--- config.mk ---
export PLATFORM = sky130hd
export DESIGN_NAME = swt_sleep_wake_timing
export DESIGN_NICKNAME = d
export VERILOG_FILES = /design/src/rtl/swt_sleep_wake_timing.v
export VERILOG_INCLUDE_DIRS = /design/src /design/src/rtl
export SDC_FILE = /design/constraint.sdc
export NUM_CORES = 1
export LEC_CHECK = 0
export ABC_CLOCK_PERIOD_IN_PS = 8790
export BUFFER_PORTS_ARGS = -buffer_cell sky130_fd_sc_hd__buf_2
export CAP_MARGIN = 25
export CORE_AREA = 2 2 232 234
export DETAILED_ROUTE_END_ITERATION = 8
export DIE_AREA = 0 0 234 236
export GPL_ROUTABILITY_DRIVEN = 0
export SLEW_MARGIN = 10
export SYNTH_ARGS = -nofsm -noshare
export SYNTH_HDL_FRONTEND = slang
export SYNTH_SLANG_ARGS = --single-unit
--- constraint.sdc ---
create_clock -name clock -period 8.79 [get_ports clock]
set_input_delay 0.4395 -clock clock [delete_from_list [all_inputs] [get_ports clock]]
set_output_delay 0.4395 -clock clock [all_outputs]
set_load 0.02 [all_outputs]
--- src/rtl/swt_defines.vh ---
/*
 sleep/wake timing constants: reset values, ranges, status bit positions, tick counts.
 assumes a 100 MHz clock.
*/
`ifndef SWT_DEFINES_VH
`define SWT_DEFINES_VH
`define SWT_CLK_MHZ 100
`define SWT_MS_NS 1000000
`define SWT_CLK_NS 10
`define SWT_MS_CYCLES (`SWT_MS_NS / `SWT_CLK_NS)
`define SWT_TEN_MS 10
`define SWT_WAKE_MIN 24'h000001
`define SWT_WAKE_MAX 24'h36ee80
`define SWT_WAKE_RST 24'h001f40
`define SWT_SLEEP_MAX 24'h15f900
`define SWT_SLEEP_RST 24'h000190
`define SWT_WHD_RST 16'h0000
`define SWT_CNT_MAX 16'hffff
`define SWT_STATUS_RST 8'h40
`define SWT_MODE_ASYNC 4'h4
`define SWT_MODE_ASYNC_PIN 4'h5
`define SWT_MODE_SUPPORT 4'h7
`define SWT_MODE_SYNC 4'h8
`define SWT_ST_NET_WAKE 0
`define SWT_ST_COORD 1
`define SWT_ST_EVER_SYNC 2
`define SWT_ST_CYC_SYNC 3
`define SWT_ST_SETTINGS_NOM 4
`define SWT_ST_REQ_NOM 5
`define SWT_ST_DEPLOY 6
`endif

--- src/rtl/swt_sleep_wake_timing.v ---
/*
 sleep/wake timing controller with status flags, operating readouts and sync counters.
 assumes host writes arrive as one-cycle strobes with data, synchronous to clock;
 network events (sync received, coordinator, deployment) come from the radio logic.
*/
// What this block does
// - async sleep stays awake wake time after data
// - sync sleep wake interval at least wake time
// - too-small wake time raised to minimum
// - wake time ms units, clamped, reset 8 s
// - wake-host delay gates output after waking
// - host character stops wake-host delay
// - sync sleep shortened by wake-host delay
// - sync wake at least delay plus unicast
// - status bits network wake, coordinator
// - status bits ever synced, synced this cycle
// - status bits settings and requested nomination
// - status deployment bit, reset 0x40
// - operating sleep readout, sync or configured
// - operating wake readout, sync or configured
// - cycles since sync counter, starts zero
// - missed sleep sync counter increments
// - host writes zero to clear counter
// - missed sync counter saturates at max
// - mode 4 selects async cyclic sleep
// - sleep period 10 ms units, zero none
`timescale 1ns/1ps
`include "swt_defines.vh"

module swt_sleep_wake_timing #(
  parameter MS_CYCLES = `SWT_MS_CYCLES, // clock cycles per millisecond
  parameter UNICAST_MS = 16'h0020 // time to send one single-hop unicast
) (
  input wire clock, // 100 MHz clock
  input wire rst_b, // synchronous reset, active low
  input wire [3:0] sleep_mode_select, // sleep mode setting
  input wire wake_time_wr, // strobe: write wake time
  input wire [23:0] wake_time_wdata, // wake time in ms
  input wire [23:0] wake_time_min, // minimum from other sleep settings
  input wire sleep_period_wr, // strobe: write sleep period
  input wire [23:0] sleep_period_wdata, // sleep period in 10 ms
  input wire wake_host_delay_wr, // strobe: write wake-host delay
  input wire [15:0] wake_host_delay_wdata, // wake-host delay in ms
  input wire missed_sync_clr_wr, // strobe: write missed sync count
  input wire [15:0] missed_sync_wdata, // written value, zero clears
  input wire rx_data, // pulse: radio or serial data received
  input wire host_char, // pulse: serial character from host
  input wire sync_rx, // pulse: valid sync message received
  input wire [23:0] sync_sleep, // network sleep time from sync
  input wire [23:0] sync_wake, // network wake time from sync
  input wire is_coordinator, // node acts as sleep coordinator
  input wire settings_nominate, // changed settings force self nomination
  input wire request_nominate, // nomination asked by button or command
  input wire deploy_mode, // node in deployment mode
  output reg awake_q, // device awake
  output reg host_out_ok_q, // serial output and samples allowed
  output reg [23:0] wake_time_q, // stored wake time
  output reg [23:0] sleep_period_q, // stored sleep period
  output reg [15:0] wake_host_delay_q, // stored wake-host delay
  output reg [7:0] network_sleep_state_flags_q, // status word
  output reg [23:0] operating_sleep_readout_q, // operating sleep time
  output reg [23:0] operating_wake_readout_q, // operating wake time
  output reg [15:0] cycles_since_sync_q, // cycles since last sync
  output reg [15:0] missed_sync_cycle_count_q // sleep cycles without sync
);

  // sequencer states, one-hot
  // idle means no cyclic sleep: always awake, timers parked
  localparam ST_AWAKE = 3'b001;
  localparam ST_SLEEP = 3'b010;
  localparam ST_IDLE = 3'b100;

  reg [2:0] state_q, state_d;
  reg [31:0] pre_q;
  reg [3:0] ten_q;
  reg ms_tick_q;
  reg ten_tick_q;
  reg [23:0] timer_q, timer_d;
  reg [15:0] whd_cnt_q;
  reg synced_q;
  reg ever_sync_q;
  reg cyc_sync_q;
  wire async_mode;
  wire sync_mode;
  wire [23:0] eff_wake;
  wire [23:0] eff_sleep;
  wire [23:0] sync_wake_floor;
  wire [23:0] sync_wake_len;
  wire [23:0] sync_sleep_ms;
  wire [23:0] sleep_len;
  wire wake_end;
  wire sleep_end;
  wire [23:0] wt_lo;
  wire [23:0] wt_clamped;
  // restarts the tick dividers at the start of every timed interval
  wire tick_restart;
  // tick that the running interval counts
  wire cur_tick;

  assign async_mode = (sleep_mode_select == `SWT_MODE_ASYNC) ||
                      (sleep_mode_select == `SWT_MODE_ASYNC_PIN);
  assign sync_mode = (sleep_mode_select == `SWT_MODE_SYNC) ||
                     (sleep_mode_select == `SWT_MODE_SUPPORT);

  // wake time clamp to minimum and range
  assign wt_lo = (wake_time_min > `SWT_WAKE_MIN) ? wake_time_min : `SWT_WAKE_MIN;
  assign wt_clamped = (wake_time_wdata < wt_lo) ? wt_lo :
                      (wake_time_wdata > `SWT_WAKE_MAX) ? `SWT_WAKE_MAX : wake_time_wdata;

  // timing used once synchronised, else configured values
  assign eff_wake = synced_q ? sync_wake : wake_time_q;
  assign eff_sleep = synced_q ? sync_sleep : sleep_period_q;

  // in sync sleep the awake window must leave room for the host delay
  // and one unicast, whatever the network schedule asks for
  // sync wake floor of delay plus unicast
  assign sync_wake_floor = {8'h00, wake_host_delay_q} + {8'h00, UNICAST_MS};
  assign sync_wake_len = (eff_wake > sync_wake_floor) ? eff_wake : sync_wake_floor;

  // sync sleep shortened by wake-host delay, in ms
  assign sync_sleep_ms = (eff_sleep[19:0] * 4'd10) > {8'h00, wake_host_delay_q} ?
                         ((eff_sleep[19:0] * 4'd10) - {8'h00, wake_host_delay_q}) : 24'h000001;
  // sleep period in 10 ms ticks, ms ticks in sync mode
  assign sleep_len = sync_mode ? sync_sleep_ms : eff_sleep;

  // restart the dividers whenever an interval starts, so that each
  // interval lasts its full count of ticks instead of drifting with
  // the phase of free-running dividers; a data restart counts too
  assign tick_restart = (state_d != state_q) ||
                        (state_q == ST_AWAKE && async_mode && rx_data);
  // async sleep counts 10 ms ticks, every other interval ms ticks
  assign cur_tick = (state_q == ST_SLEEP && !sync_mode) ? ten_tick_q : ms_tick_q;
  // an interval ends on the tick that takes its timer from one to zero,
  // or at once when it was loaded with zero
  assign wake_end = (timer_q == 24'h000000) || (timer_q == 24'h000001 && cur_tick);
  assign sleep_end = (timer_q == 24'h000000) || (timer_q == 24'h000001 && cur_tick);

  // millisecond and 10 ms tick generators
  // both dividers start over with each interval, see tick_restart
  always @(posedge clock) begin
    if (!rst_b || tick_restart) begin
      pre_q <= 32'h00000000;
      ten_q <= 4'h0;
      ms_tick_q <= 1'b0;
      ten_tick_q <= 1'b0;
    end else begin
      ms_tick_q <= 1'b0;
      ten_tick_q <= 1'b0;
      if (pre_q == MS_CYCLES - 1) begin
        pre_q <= 32'h00000000;
        ms_tick_q <= 1'b1;
        if (ten_q == `SWT_TEN_MS - 1) begin
          ten_q <= 4'h0;
          ten_tick_q <= 1'b1;
        end else begin
          ten_q <= ten_q + 4'h1;
        end
      end else begin
        pre_q <= pre_q + 32'h00000001;
      end
    end
  end

  // host-written settings
  // writes take effect at the strobe edge; the wake floor is applied
  // again whenever the other sleep settings raise it
  always @(posedge clock) begin
    if (!rst_b) begin
      wake_time_q <= `SWT_WAKE_RST;
      sleep_period_q <= `SWT_SLEEP_RST;
      wake_host_delay_q <= `SWT_WHD_RST;
    end else begin
      if (wake_time_wr) begin
        wake_time_q <= wt_clamped;
      end else if (wake_time_q < wake_time_min) begin
        wake_time_q <= (wake_time_min > `SWT_WAKE_MAX) ? `SWT_WAKE_MAX : wake_time_min;
      end
      if (sleep_period_wr) begin
        sleep_period_q <= (sleep_period_wdata > `SWT_SLEEP_MAX) ? `SWT_SLEEP_MAX :
                          sleep_period_wdata;
      end
      if (wake_host_delay_wr) begin
        wake_host_delay_q <= wake_host_delay_wdata;
      end
    end
  end

  // sleep/wake sequencer next state
  // the timer is loaded on entry to each interval and counts down on
  // the interval's own tick; leaving the cyclic modes parks it in idle
  always @* begin
    state_d = state_q;
    timer_d = timer_q;
    case (state_q)
      ST_IDLE: begin
        timer_d = sync_mode ? sync_wake_len : eff_wake;
        if ((async_mode || sync_mode) && eff_sleep != 24'h000000) begin
          state_d = ST_AWAKE;
        end
      end
      ST_AWAKE: begin
        if (async_mode && rx_data) begin
          timer_d = eff_wake;
        end else if (!(async_mode || sync_mode) || eff_sleep == 24'h000000) begin
          state_d = ST_IDLE;
        end else if (wake_end) begin
          state_d = ST_SLEEP;
          timer_d = sleep_len;
        end else if (ms_tick_q) begin
          timer_d = timer_q - 24'h000001;
        end
      end
      ST_SLEEP: begin
        if (!(async_mode || sync_mode)) begin
          state_d = ST_IDLE;
        end else if (sleep_end) begin
          // sync wake interval from wake time
          state_d = ST_AWAKE;
          timer_d = sync_mode ? sync_wake_len : eff_wake;
        end else if (sync_mode ? ms_tick_q : ten_tick_q) begin
          timer_d = timer_q - 24'h000001;
        end
      end
      default: begin
        state_d = ST_IDLE;
        timer_d = 24'h000000;
      end
    endcase
  end

  // sequencer registers and awake output
  always @(posedge clock) begin
    if (!rst_b) begin
      state_q <= ST_IDLE;
      timer_q <= 24'h000000;
      awake_q <= 1'b1;
    end else begin
      state_q <= state_d;
      timer_q <= timer_d;
      awake_q <= (state_d != ST_SLEEP);
    end
  end

  // wake-host delay after each wake
  // output is held back only while asleep or while the delay runs; going to sleep
  // blocks it, a host character releases it at once
  always @(posedge clock) begin
    if (!rst_b) begin
      whd_cnt_q <= 16'h0000;
      host_out_ok_q <= 1'b1;
    end else if (state_q == ST_SLEEP && state_d == ST_AWAKE) begin
      whd_cnt_q <= wake_host_delay_q;
      host_out_ok_q <= (wake_host_delay_q == 16'h0000);
    end else if (state_d == ST_SLEEP) begin
      host_out_ok_q <= 1'b0;
    end else if (host_char) begin
      whd_cnt_q <= 16'h0000;
      host_out_ok_q <= 1'b1;
    end else if (whd_cnt_q != 16'h0000) begin
      if (ms_tick_q) begin
        whd_cnt_q <= whd_cnt_q - 16'h0001;
        host_out_ok_q <= (whd_cnt_q == 16'h0001);
      end
    end else begin
      host_out_ok_q <= 1'b1;
    end
  end

  // sync tracking and cycle counters
  // a sync in the boundary cycle counts for the new interval;
  // a missed-cycle increment beats a host clear in the same cycle
  always @(posedge clock) begin
    if (!rst_b) begin
      synced_q <= 1'b0;
      ever_sync_q <= 1'b0;
      cyc_sync_q <= 1'b0;
      cycles_since_sync_q <= 16'h0000;
      missed_sync_cycle_count_q <= 16'h0000;
    end else begin
      if (sync_rx) begin
        synced_q <= 1'b1;
      end
      if (sync_rx) begin
        ever_sync_q <= 1'b1;
      end
      if (state_q != state_d && state_q != ST_IDLE && state_d != ST_IDLE) begin
        cyc_sync_q <= sync_rx;
        if (sync_rx) begin
          cycles_since_sync_q <= 16'h0000;
        end else if (cycles_since_sync_q != `SWT_CNT_MAX) begin
          cycles_since_sync_q <= cycles_since_sync_q + 16'h0001;
        end
      end else if (sync_rx) begin
        cyc_sync_q <= 1'b1;
        cycles_since_sync_q <= 16'h0000;
      end
      if (state_q == ST_SLEEP && state_d == ST_AWAKE && !cyc_sync_q && !sync_rx &&
          missed_sync_cycle_count_q != `SWT_CNT_MAX) begin
        missed_sync_cycle_count_q <= missed_sync_cycle_count_q + 16'h0001;
      end else if (missed_sync_clr_wr && missed_sync_wdata == 16'h0000) begin
        missed_sync_cycle_count_q <= 16'h0000;
      end
    end
  end

  // status word and operating readouts
  // level inputs are mirrored one cycle late; bit 7 is reserved, zero
  always @(posedge clock) begin
    if (!rst_b) begin
      network_sleep_state_flags_q <= `SWT_STATUS_RST;
      operating_sleep_readout_q <= `SWT_SLEEP_RST;
      operating_wake_readout_q <= `SWT_WAKE_RST;
    end else begin
      network_sleep_state_flags_q <= {1'b0, deploy_mode, request_nominate,
                                      settings_nominate, cyc_sync_q, ever_sync_q,
                                      is_coordinator, state_q != ST_SLEEP};
      operating_sleep_readout_q <= eff_sleep;
      operating_wake_readout_q <= eff_wake;
    end
  end

endmodule // swt_sleep_wake_timing

**Word-level counts from Yosys, hierarchy flattened**

Cells that the tools add are included.
Widths: inputs -> output; s select.

- Bits in latches: 0
- Input bits: 169
- Memory bits (read-only): 0
- Register bits after elaboration: 237
- RAM bits: 0
- Memories: 0
- Output and inout port bits: 154

- Order comparisons: 8
- Div/mod/pow operators: 0
- Equal/unequal tests: 27
- Reductions and logical operators: 42
- Add/subtract/negate cells: 8
- Mux-type cells: 51
- Bitwise gates (word level): 1
- Shift operators: 0
- Multiply operators: 1

Operators with widths:

| operator | number |
|---|---|
| $mux 24 | 20 |
| $mux 16 | 11 |
| $pmux 24 s3 | 1 |
| $gt 24x22->1 const B | 2 |
| $logic_not 24->1 | 2 |
| $lt 24x24->1 | 2 |
| $add 16x1->16 const B | 2 |
| $add 32x1->32 const B | 1 |
| $eq 32x17->1 const B | 1 |
| $logic_not 16->1 | 2 |
| $ne 16x16->1 const B | 2 |
| $eq 24x1->1 const B | 1 |
| $gt 24x1->1 const B | 1 |
| $gt 24x16->1 | 1 |
| $gt 24x17->1 | 1 |
| $gt 24x21->1 const B | 1 |
| $reduce_bool 24->1 | 1 |
| $sub 24x1->24 const B | 1 |
| $sub 24x16->24 | 1 |
| $mul 20x3->23 const B | 1 |
| $mux 3 | 6 |
| $add 16x6->17 const B | 1 |
| $eq 16x1->1 const B | 1 |
| $reduce_bool 16->1 | 1 |
| 26 further kinds | 74 |

**Depth between registers and ports, before layout**

Gate-level depths: netlist (run 1).

- Depth after elaboration: 17
- Mapped depth: 24
- Depth with buffers taken out: 20

**Worst setup path after synthesis (run 1)**

OpenSTA, ideal clock, no wires.

- Kind: reg-to-reg
- Start point: register, netlist name ever_sync_q
- End point: register timer_q[3]
- Library setup time: 127 ps
- Path slack: 2321 ps
- Period minus slack after synthesis: 6469 ps
- Buffers on the path: 5
- Arrival time: 6342 ps
- Stages on the path, launching flop included: 24
- Cell sequence: dfxtp_1 buf_1 clkbuf_1 buf_1 buf_1 mux2_2 ha_1 ha_1 a21o_1 o21ba_2 a21boi_0 xnor2_1 ha_1 and4_1 nor2b_1 inv_1 or4_1 a211oi_1 nand4bb_1 o211ai_1 buf_2 nor2_1 o31ai_1 a31oi_1

RTL lines:

| item | RTL line | text |
|---|---|---|
| end signal: assignment | swt_sleep_wake_timing.v:239 | `timer_q <= timer_d;` |
| end: declaration | swt_sleep_wake_timing.v:78 | `reg [23:0] timer_q, timer_d;` |

==> reports/summary.txt, run 1 <==
Syn Inst Count: 2,002
Root buffer selected by CTS: clkbuf_16
Setup Viol. Count Final: 0
CP required: 9.25 ns
Slowest stage cell, crit path: dfxtp_4
Tcrit/Tclk final: 79.3%
Initial DRT Pass Iterations: 6
Fraction of layout cells with a size suffix above 1: 21.2%
Port buffer count: 321
Post-route cell area: 0.0194 mm^2
Largest family of logic cells by synthesized area: simple AND/OR/NAND/NOR gates
Footprint of the multi-input gates: 0.0107 mm^2
First-pass GRT wire length: 93.0 mm
Routed via count: 16,883
Crit-path max cell delay: 0.95 ns
Max Used Layer: met4
FP Rows: 85
Synth Area in Compound Gates: 21.7%
P&R area growth vs syn: 19.6%
H-Tree Level Count: 1
Detailed route wirelength on metal3: 4.81 mm
DR iter-0 viols: 1,343
Yosys reg bits: 236
Clock Sinks: 236
# fillers: 5,522
Top-area cell type share of the netlist area: 29.1%
Power per cell area: 178 mW/mm^2
Sequential area share after synthesis: 29.1%
Vias in the first global route: 16,135
Fin crit period: 6.97 ns
Longest Clk Path Bufs: 3
Post-synth EDFFs: 0
Critical Setup Path Class: reg -> reg
Post-Syn Area: 0.0162 mm^2
Adder-Cell Fraction of Synth Area: 9.73%
DRT antenna net count: 0
Synthesized Nets: 2,296
Via/cell ratio: 5.63
Post-DP HPWL: 48.2 mm
Worst vdd rail ir drop: 0.155 mV
Die width: 234 um
Clock Latency Late Sink: 0.58 ns
Synth Warn #: 0
CP arrival: 7.44 ns
Synth Area in Simple Gates: 23.8%
CP bufs+invs: 3
Most frequent CP cell: ha_1
Synth Area in XOR/XNOR: 5.45%
Synth area leaders: dfxtp_1 29%, ha_1 9.5%, nor2_1 4.6%, o21ai_0 4.0%, a21oi_1 3.8%
GRT Util Overall: 21.3%
Final Hold Vio Count: 0
Antenna violations before repair: 6
Leak Pwr: 0.00850 uW
Initial Util: 30.6%
Rel. slew slack: 29.7%
DRT Wirelength: 61.7 mm
Die ar.: 0.0552 mm^2
Delay-heaviest family, CP: compound AO/OA/AOI/OAI gates
FFs w/ async S/R, synth: 0%
Max Slew Vio Count: 0
Mux share of post-synthesis cell area: 4.87%
Post-CTS Setup Repair Bufs: 0
Hold_buf cts: 0
Max Cap Viol: 0
TritonCTS clock tree: yes
Core area: 0.0531 mm^2
Die H: 236 um
Slew @ Worst Pin: 1.05 ns
Synthesized area per cell: 8.10 um^2
Status: finished clean
CTS resizes: 0
CP max FO: 58
Fin nets: 2,575
Largest net degree at the start of global routing: 64
Final clock skew: 0.0247 ns
Distinct cells, synth: 93
Overflow after GRT: 0
Placement Setup Slack: 1.62 ns
Sequential Area: 0.00473 mm^2
Wire length on met2: 28.9 mm
Highest clock rate: 143 MHz
Setup TNS Final: 0 ns
Most used DFF post-synth: dfxtp_1
Post-route setup slack: 1.82 ns
TritonCTS buffer count: 29
Power Total: 3450 uW
Worst path cell trace: mux2i_1, inv_1, ha_1, ha_1, fa_1, a211oi_1, o21ai_0, a21boi_0, xnor2_1, ha_1, and4_1, nor2b_1, inv_1, or4_1, a211oi_1, nand4bb_1, o211ai_1, buf_4, nor2_1, o32a_1, o21a_1
Hold_ws: 0.0604 ns
Dpl cell area: 0.0184 mm^2
Post-synth top area cell: dfxtp_1
Clock transition at the registers of the reported paths: 0.06 ns
Routed WL per cell: 20.5 um
HP Class: in -> reg
# DRC: 0
RSZ-0062 raised after global routing: no
Worst Setup End Kind: register
Boundary pin count: 323
M1 wire length: 24.2 mm
Crit start category: register
==> cell type report <==
cell class | instances | area share [%]
antenna | 5 | 0.0645
clock buffer | 34 | 3.89
clock inverter | 16 | 1.03
inverter | 117 | 2.26
multi-input combinational | 1557 | 54.9
sequential | 236 | 24.4
tap | 696 | 4.49
timing repair buffer | 340 | 9.03
==> logic make-up (layout without fill, tap and decap cells) <==
group / after synthesis / count (layout)
muxes: 76 / 76
buffers and inverters: 209 / 507
other: 1 / 6
DFF: 236 / 236
AOI/OAI and AO/OA: 538 / 538
and+or+nand+nor: 716 / 716
xor gates and xnor gates: 101 / 101
adders and majority gates: 125 / 125
==> synthesized netlist by cell type (all sizes together), types with 20 or more instances <==
cell type,number
a21o,31
a21oi,124
a221oi,20
a31oi,30
and2,40
and3,25
clkbuf,74
dfxtp,236
ha,123
inv,117
mux2,24
mux2i,52
nand2,130
nand3,70
nand4,31
nor2,230
nor3,39
nor4,47
o211ai,22
o21ai,140
o22ai,24
xnor2,53
xor2,48
==> state kept, by name (all words and copies together), names as in the netlist, 3 cells and up <==
| signal | flops |
|---|---|
| wake_host_delay_q | 16 |
| ten_q | 4 |
| network_sleep_state_flags_q | 7 |
| whd_cnt_q | 16 |
| cycles_since_sync_q | 16 |
| timer_q | 24 |
| missed_sync_cycle_count_q | 16 |
| pre_q | 32 |
| operating_sleep_readout_q | 24 |
| sleep_period_q | 24 |
| state_q | 3 |
| operating_wake_readout_q | 24 |
| wake_time_q | 24 |
==> placed cells by master (no fill, tap or decap), drive strengths merged, types with 39 or more instances in the layout <==
cell type,netlist,layout
buf,18,340
dfxtp,236,236
nor2,230,230
o21ai,140,140
nand2,130,130
a21oi,124,124
ha,123,123
inv,117,119
nand3,70,70
xnor2,53,53
mux2i,52,52
xor2,48,48
nor4,47,47
and2,40,40
nor3,39,39
==> final timing paths <==
check             slack (ns)  cells after the start                        endpoint        start
hold / removal          0.06                      2  network_sleep_state_flags_q[6]  deploy_mode
hold reg to reg         0.46                      1                        pre_q[0]     pre_q[0]
setup / recovery        1.82                     21                     timer_q[10]  ever_sync_q
setup reg to reg        1.82                     21                     timer_q[10]  ever_sync_q
==> stage by stage <==
stage / std cells / utilization (%)
floorplan: 2002 / -
global placement: 2945 / 34.7
detailed placement: 2945 / 34.7
CTS: 2995 / 36.5
global route: 3000 / 36.6
finish: 3001 / 36.6
==> layer usage <==
layer / vias up / track usage (%)
met1: 8042 / 25.9
met4: 0 / 11.4
met5: - / 0
met3: 184 / 3.43
li1: 7871 / -
met2: 786 / 35.9
==> where the power goes <==
part	total (uW)	internal [uW]	leakage [uW]	switching, uW
logic	1030	377	0.00610	650
registers	1190	1120	0.00193	67.3
clock network	1240	729	0.000467	506
total	3450	2230	0.00850	1220
Note: power is estimated with default switching activity, not from simulation.
==> inputs of run 2 (changes only) <==
- ABC_AREA: unset -> 1
- ABC_CLOCK_PERIOD_IN_PS: 8790 -> 7000
- CORE_AREA: 2 2 232 234 -> 2 2 242 244
- DIE_AREA: 0 0 234 236 -> 0 0 244 246
- clock period: 8.79 -> 7 ns (I/O delays scaled with it)
==> reports/summary.txt, run 2 <==
Reg power frac: 31.2%
Top-count cell post-synth: nand2_1
Commonest non-fill, non-tap cell in the layout: nand2_1
Longest Clk Path Bufs: 3
H-Tree Level Count: 1
Core area: 0.0574 mm^2
Antenna violations before repair: 4
Max reg flops: 32
List of most frequent post-synthesis cells: 727 x nand2_1, 377 x inv_1, 251 x nor2_1, 236 x dfxtp_1, 181 x a21oi_1
Boundary pin count: 323
Die ar.: 0.0600 mm^2
Post-route setup slack: 1.66 ns
Commonest non-fill, non-tap cells in the layout: 727 x nand2_1, 377 x inv_1, 321 x buf_2
Slew @ Worst Pin: 0.873 ns
Sw Pwr: 1910 uW
FFs w/ async S/R, synth: 0%
DR iter-0 viols: 1,371
Setup TNS Final: 0 ns
First-pass GRT wire length: 102 mm
Max Slew Vio Count: 0
Max Cap Viol: 0
Fin crit period: 5.34 ns
TritonCTS clock tree: yes
Via/cell ratio: 5.01
Post-DP HPWL: 51.7 mm
CP required: 7.43 ns
DRT Wirelength: 65.6 mm
Most used DFF post-synth: dfxtp_1
TritonCTS buffer count: 28
Crit start category: register
Status: finished clean
Placement Setup Slack: 1.76 ns
Synthesized area per cell: 6.32 um^2
Syn Inst Count: 2,788
Cells on worst reg2reg path: 27
Clock Latency Late Sink: 0.56 ns
CP bufs+invs: 4
Critical path depth: 27
Die width: 244 um
Die H: 246 um
Most frequent CP cell: nand2_1
DRT antenna net count: 0
Sequential area share after synthesis: 26.8%
Post-synth EDFFs: 0
P&R area growth vs syn: 18.6%
GRT Util Overall: 21.2%
Final Hold Vio Count: 0
Routed via count: 19,356
Fraction of layout cells with a size suffix above 1: 15.1%
Rel. slew slack: 41.8%
Synth Warn #: 0
Max Used Layer: met5
CP max FO: 45
Worst vdd rail ir drop: 0.166 mV
Port buffer count: 321
Delay-heaviest family, CP: simple AND/OR/NAND/NOR gates
FP Rows: 88
Post-synth top area cell: dfxtp_1
Tcrit/Tclk final: 76.3%
Overflow after GRT: 0
Root buffer selected by CTS: clkbuf_16
Fin nets: 3,366
Clock Sinks: 236
Crit-path max cell delay: 0.88 ns
Initial DRT Pass Iterations: 6
RSZ-0062 raised after global routing: no
Slowest stage cell, crit path: dfxtp_2
Yosys reg bits: 236
Top reg by flops: pre_q
Hold_ws: 0.0389 ns
Worst Setup End Kind: register
HP Class: in -> reg
Wire length on met2: 29.7 mm
Largest net degree at the start of global routing: 66
Leak Pwr: 0.0101 uW
Synth area leaders: dfxtp_1 27%, nand2_1 15%, ha_1 8.7%, inv_1 8.0%, nor2_1 5.3%
Post-Syn Area: 0.0176 mm^2
Hold Path Cell Cnt: 3
Clock transition at the registers of the reported paths: 0.07 ns
CP arrival: 5.77 ns
Power per cell area: 231 mW/mm^2
Clk pwr share: 31.5%
Detailed route wirelength on metal3: 4.56 mm
Combinational Power Share: 37.3%
Setup Viol. Count Final: 0
Post-CTS Setup Repair Bufs: 0
Highest clock rate: 187 MHz
Top-area cell type share of the netlist area: 26.8%
M1 wire length: 28.0 mm
Synthesized Nets: 3,082
Initial Util: 30.7%
Vias in the first global route: 18,167
Cell-internal power: 2910 uW
Distinct cells, synth: 62
# DRC: 0
Switching part of the total: 39.7%
Critical Setup Path Class: reg -> reg
Final clock skew: 0.0110 ns
Routed WL per cell: 17.0 um
-- run 2: cell types whose count changed after synthesis, sizes merged, moves of 51 or more --
cell,delta
mux2i,-51
o21ai,+54
nand3,+111
inv,+272
nand2,+602
a21oi,+65
-- run 2: repair_timing --
item / in CTS / in global routing
gates resized for setup: 0 / 0
endpoints found under the hold margin: 4 / 0
hold buffers: 4 / 0
endpoints found under the setup margin: 0 / 0
-- run 2: logic make-up after synthesis --
kind of cell / count (synthesis) / synth area share (%)
XOR/XNOR: 85 / 4.22
AND/OR/NAND/NOR: 1378 / 33.9
adder cells (fa/ha/maj): 125 / 8.96
flip-flops: 236 / 26.8
AO/OA/AOI/OAI: 478 / 15.1
buffers and inverters: 484 / 10.9
other: 1 / 0.0213
multiplexers: 1 / 0.0568
-- run 2: worst paths after layout --
check | to | from | slack [ns]
setup / recovery | timer_q[23] | ever_sync_q | 1.66
hold / removal | sleep_period_q[4] | sleep_period_wdata[4] | 0.04
hold reg to reg | network_sleep_state_flags_q[3] | cyc_sync_q | 0.44
setup reg to reg | timer_q[23] | ever_sync_q | 1.66
-- run 2: tightest hold or removal path, delay by kind of cell --
kind	cells	cell delay, ns
buffers and inverters	1	0.09
AND/OR/NAND/NOR	2	0.13
-- run 2: area by class of cell --
| type | count | area [um^2] |
|---|---|---|
| fill | 6310 | 36500 |
| multi-input combinational | 2068 | 11000 |
| sequential | 236 | 4730 |
| timing repair buffer | 347 | 1830 |
| inverter | 391 | 1470 |
| tap | 765 | 957 |
| clock buffer | 39 | 813 |
| clock inverter | 12 | 124 |
| antenna | 3 | 7.51 |
-- run 2: metrics by stage --
| stage | instance area, um^2 | util, % | power (uW) | instances |
|---|---|---|---|---|
| global placement | 19900 | 34.7 | 3300 | 3800 |
| detailed placement | 19900 | 34.7 | 3290 | 3801 |
| global route | 20900 | 36.4 | 5120 | 3860 |
| finish | 20900 | 36.4 | 4820 | 3861 |
| floorplan | 17600 | - | 2770 | 2788 |
| CTS | 20900 | 36.4 | 4820 | 3856 |
-- run 2: layer usage --
layer	GRT usage, %	up-vias
met5	0	-
met4	10.2	4
met3	3.50	139
met2	35.1	700
met1	26.9	8836
li1	-	9677
-- run 2: power groups by stage --
stage | combinational (uW) | sequential (uW) | clock (uW)
after global placement | 1770 | 1530 | 0
after CTS | 1780 | 1500 | 1540
final | 1800 | 1510 | 1520
after global routing | 2010 | 1510 | 1590
after detailed placement | 1760 | 1530 | 0
after floorplan | 1210 | 1560 | 0
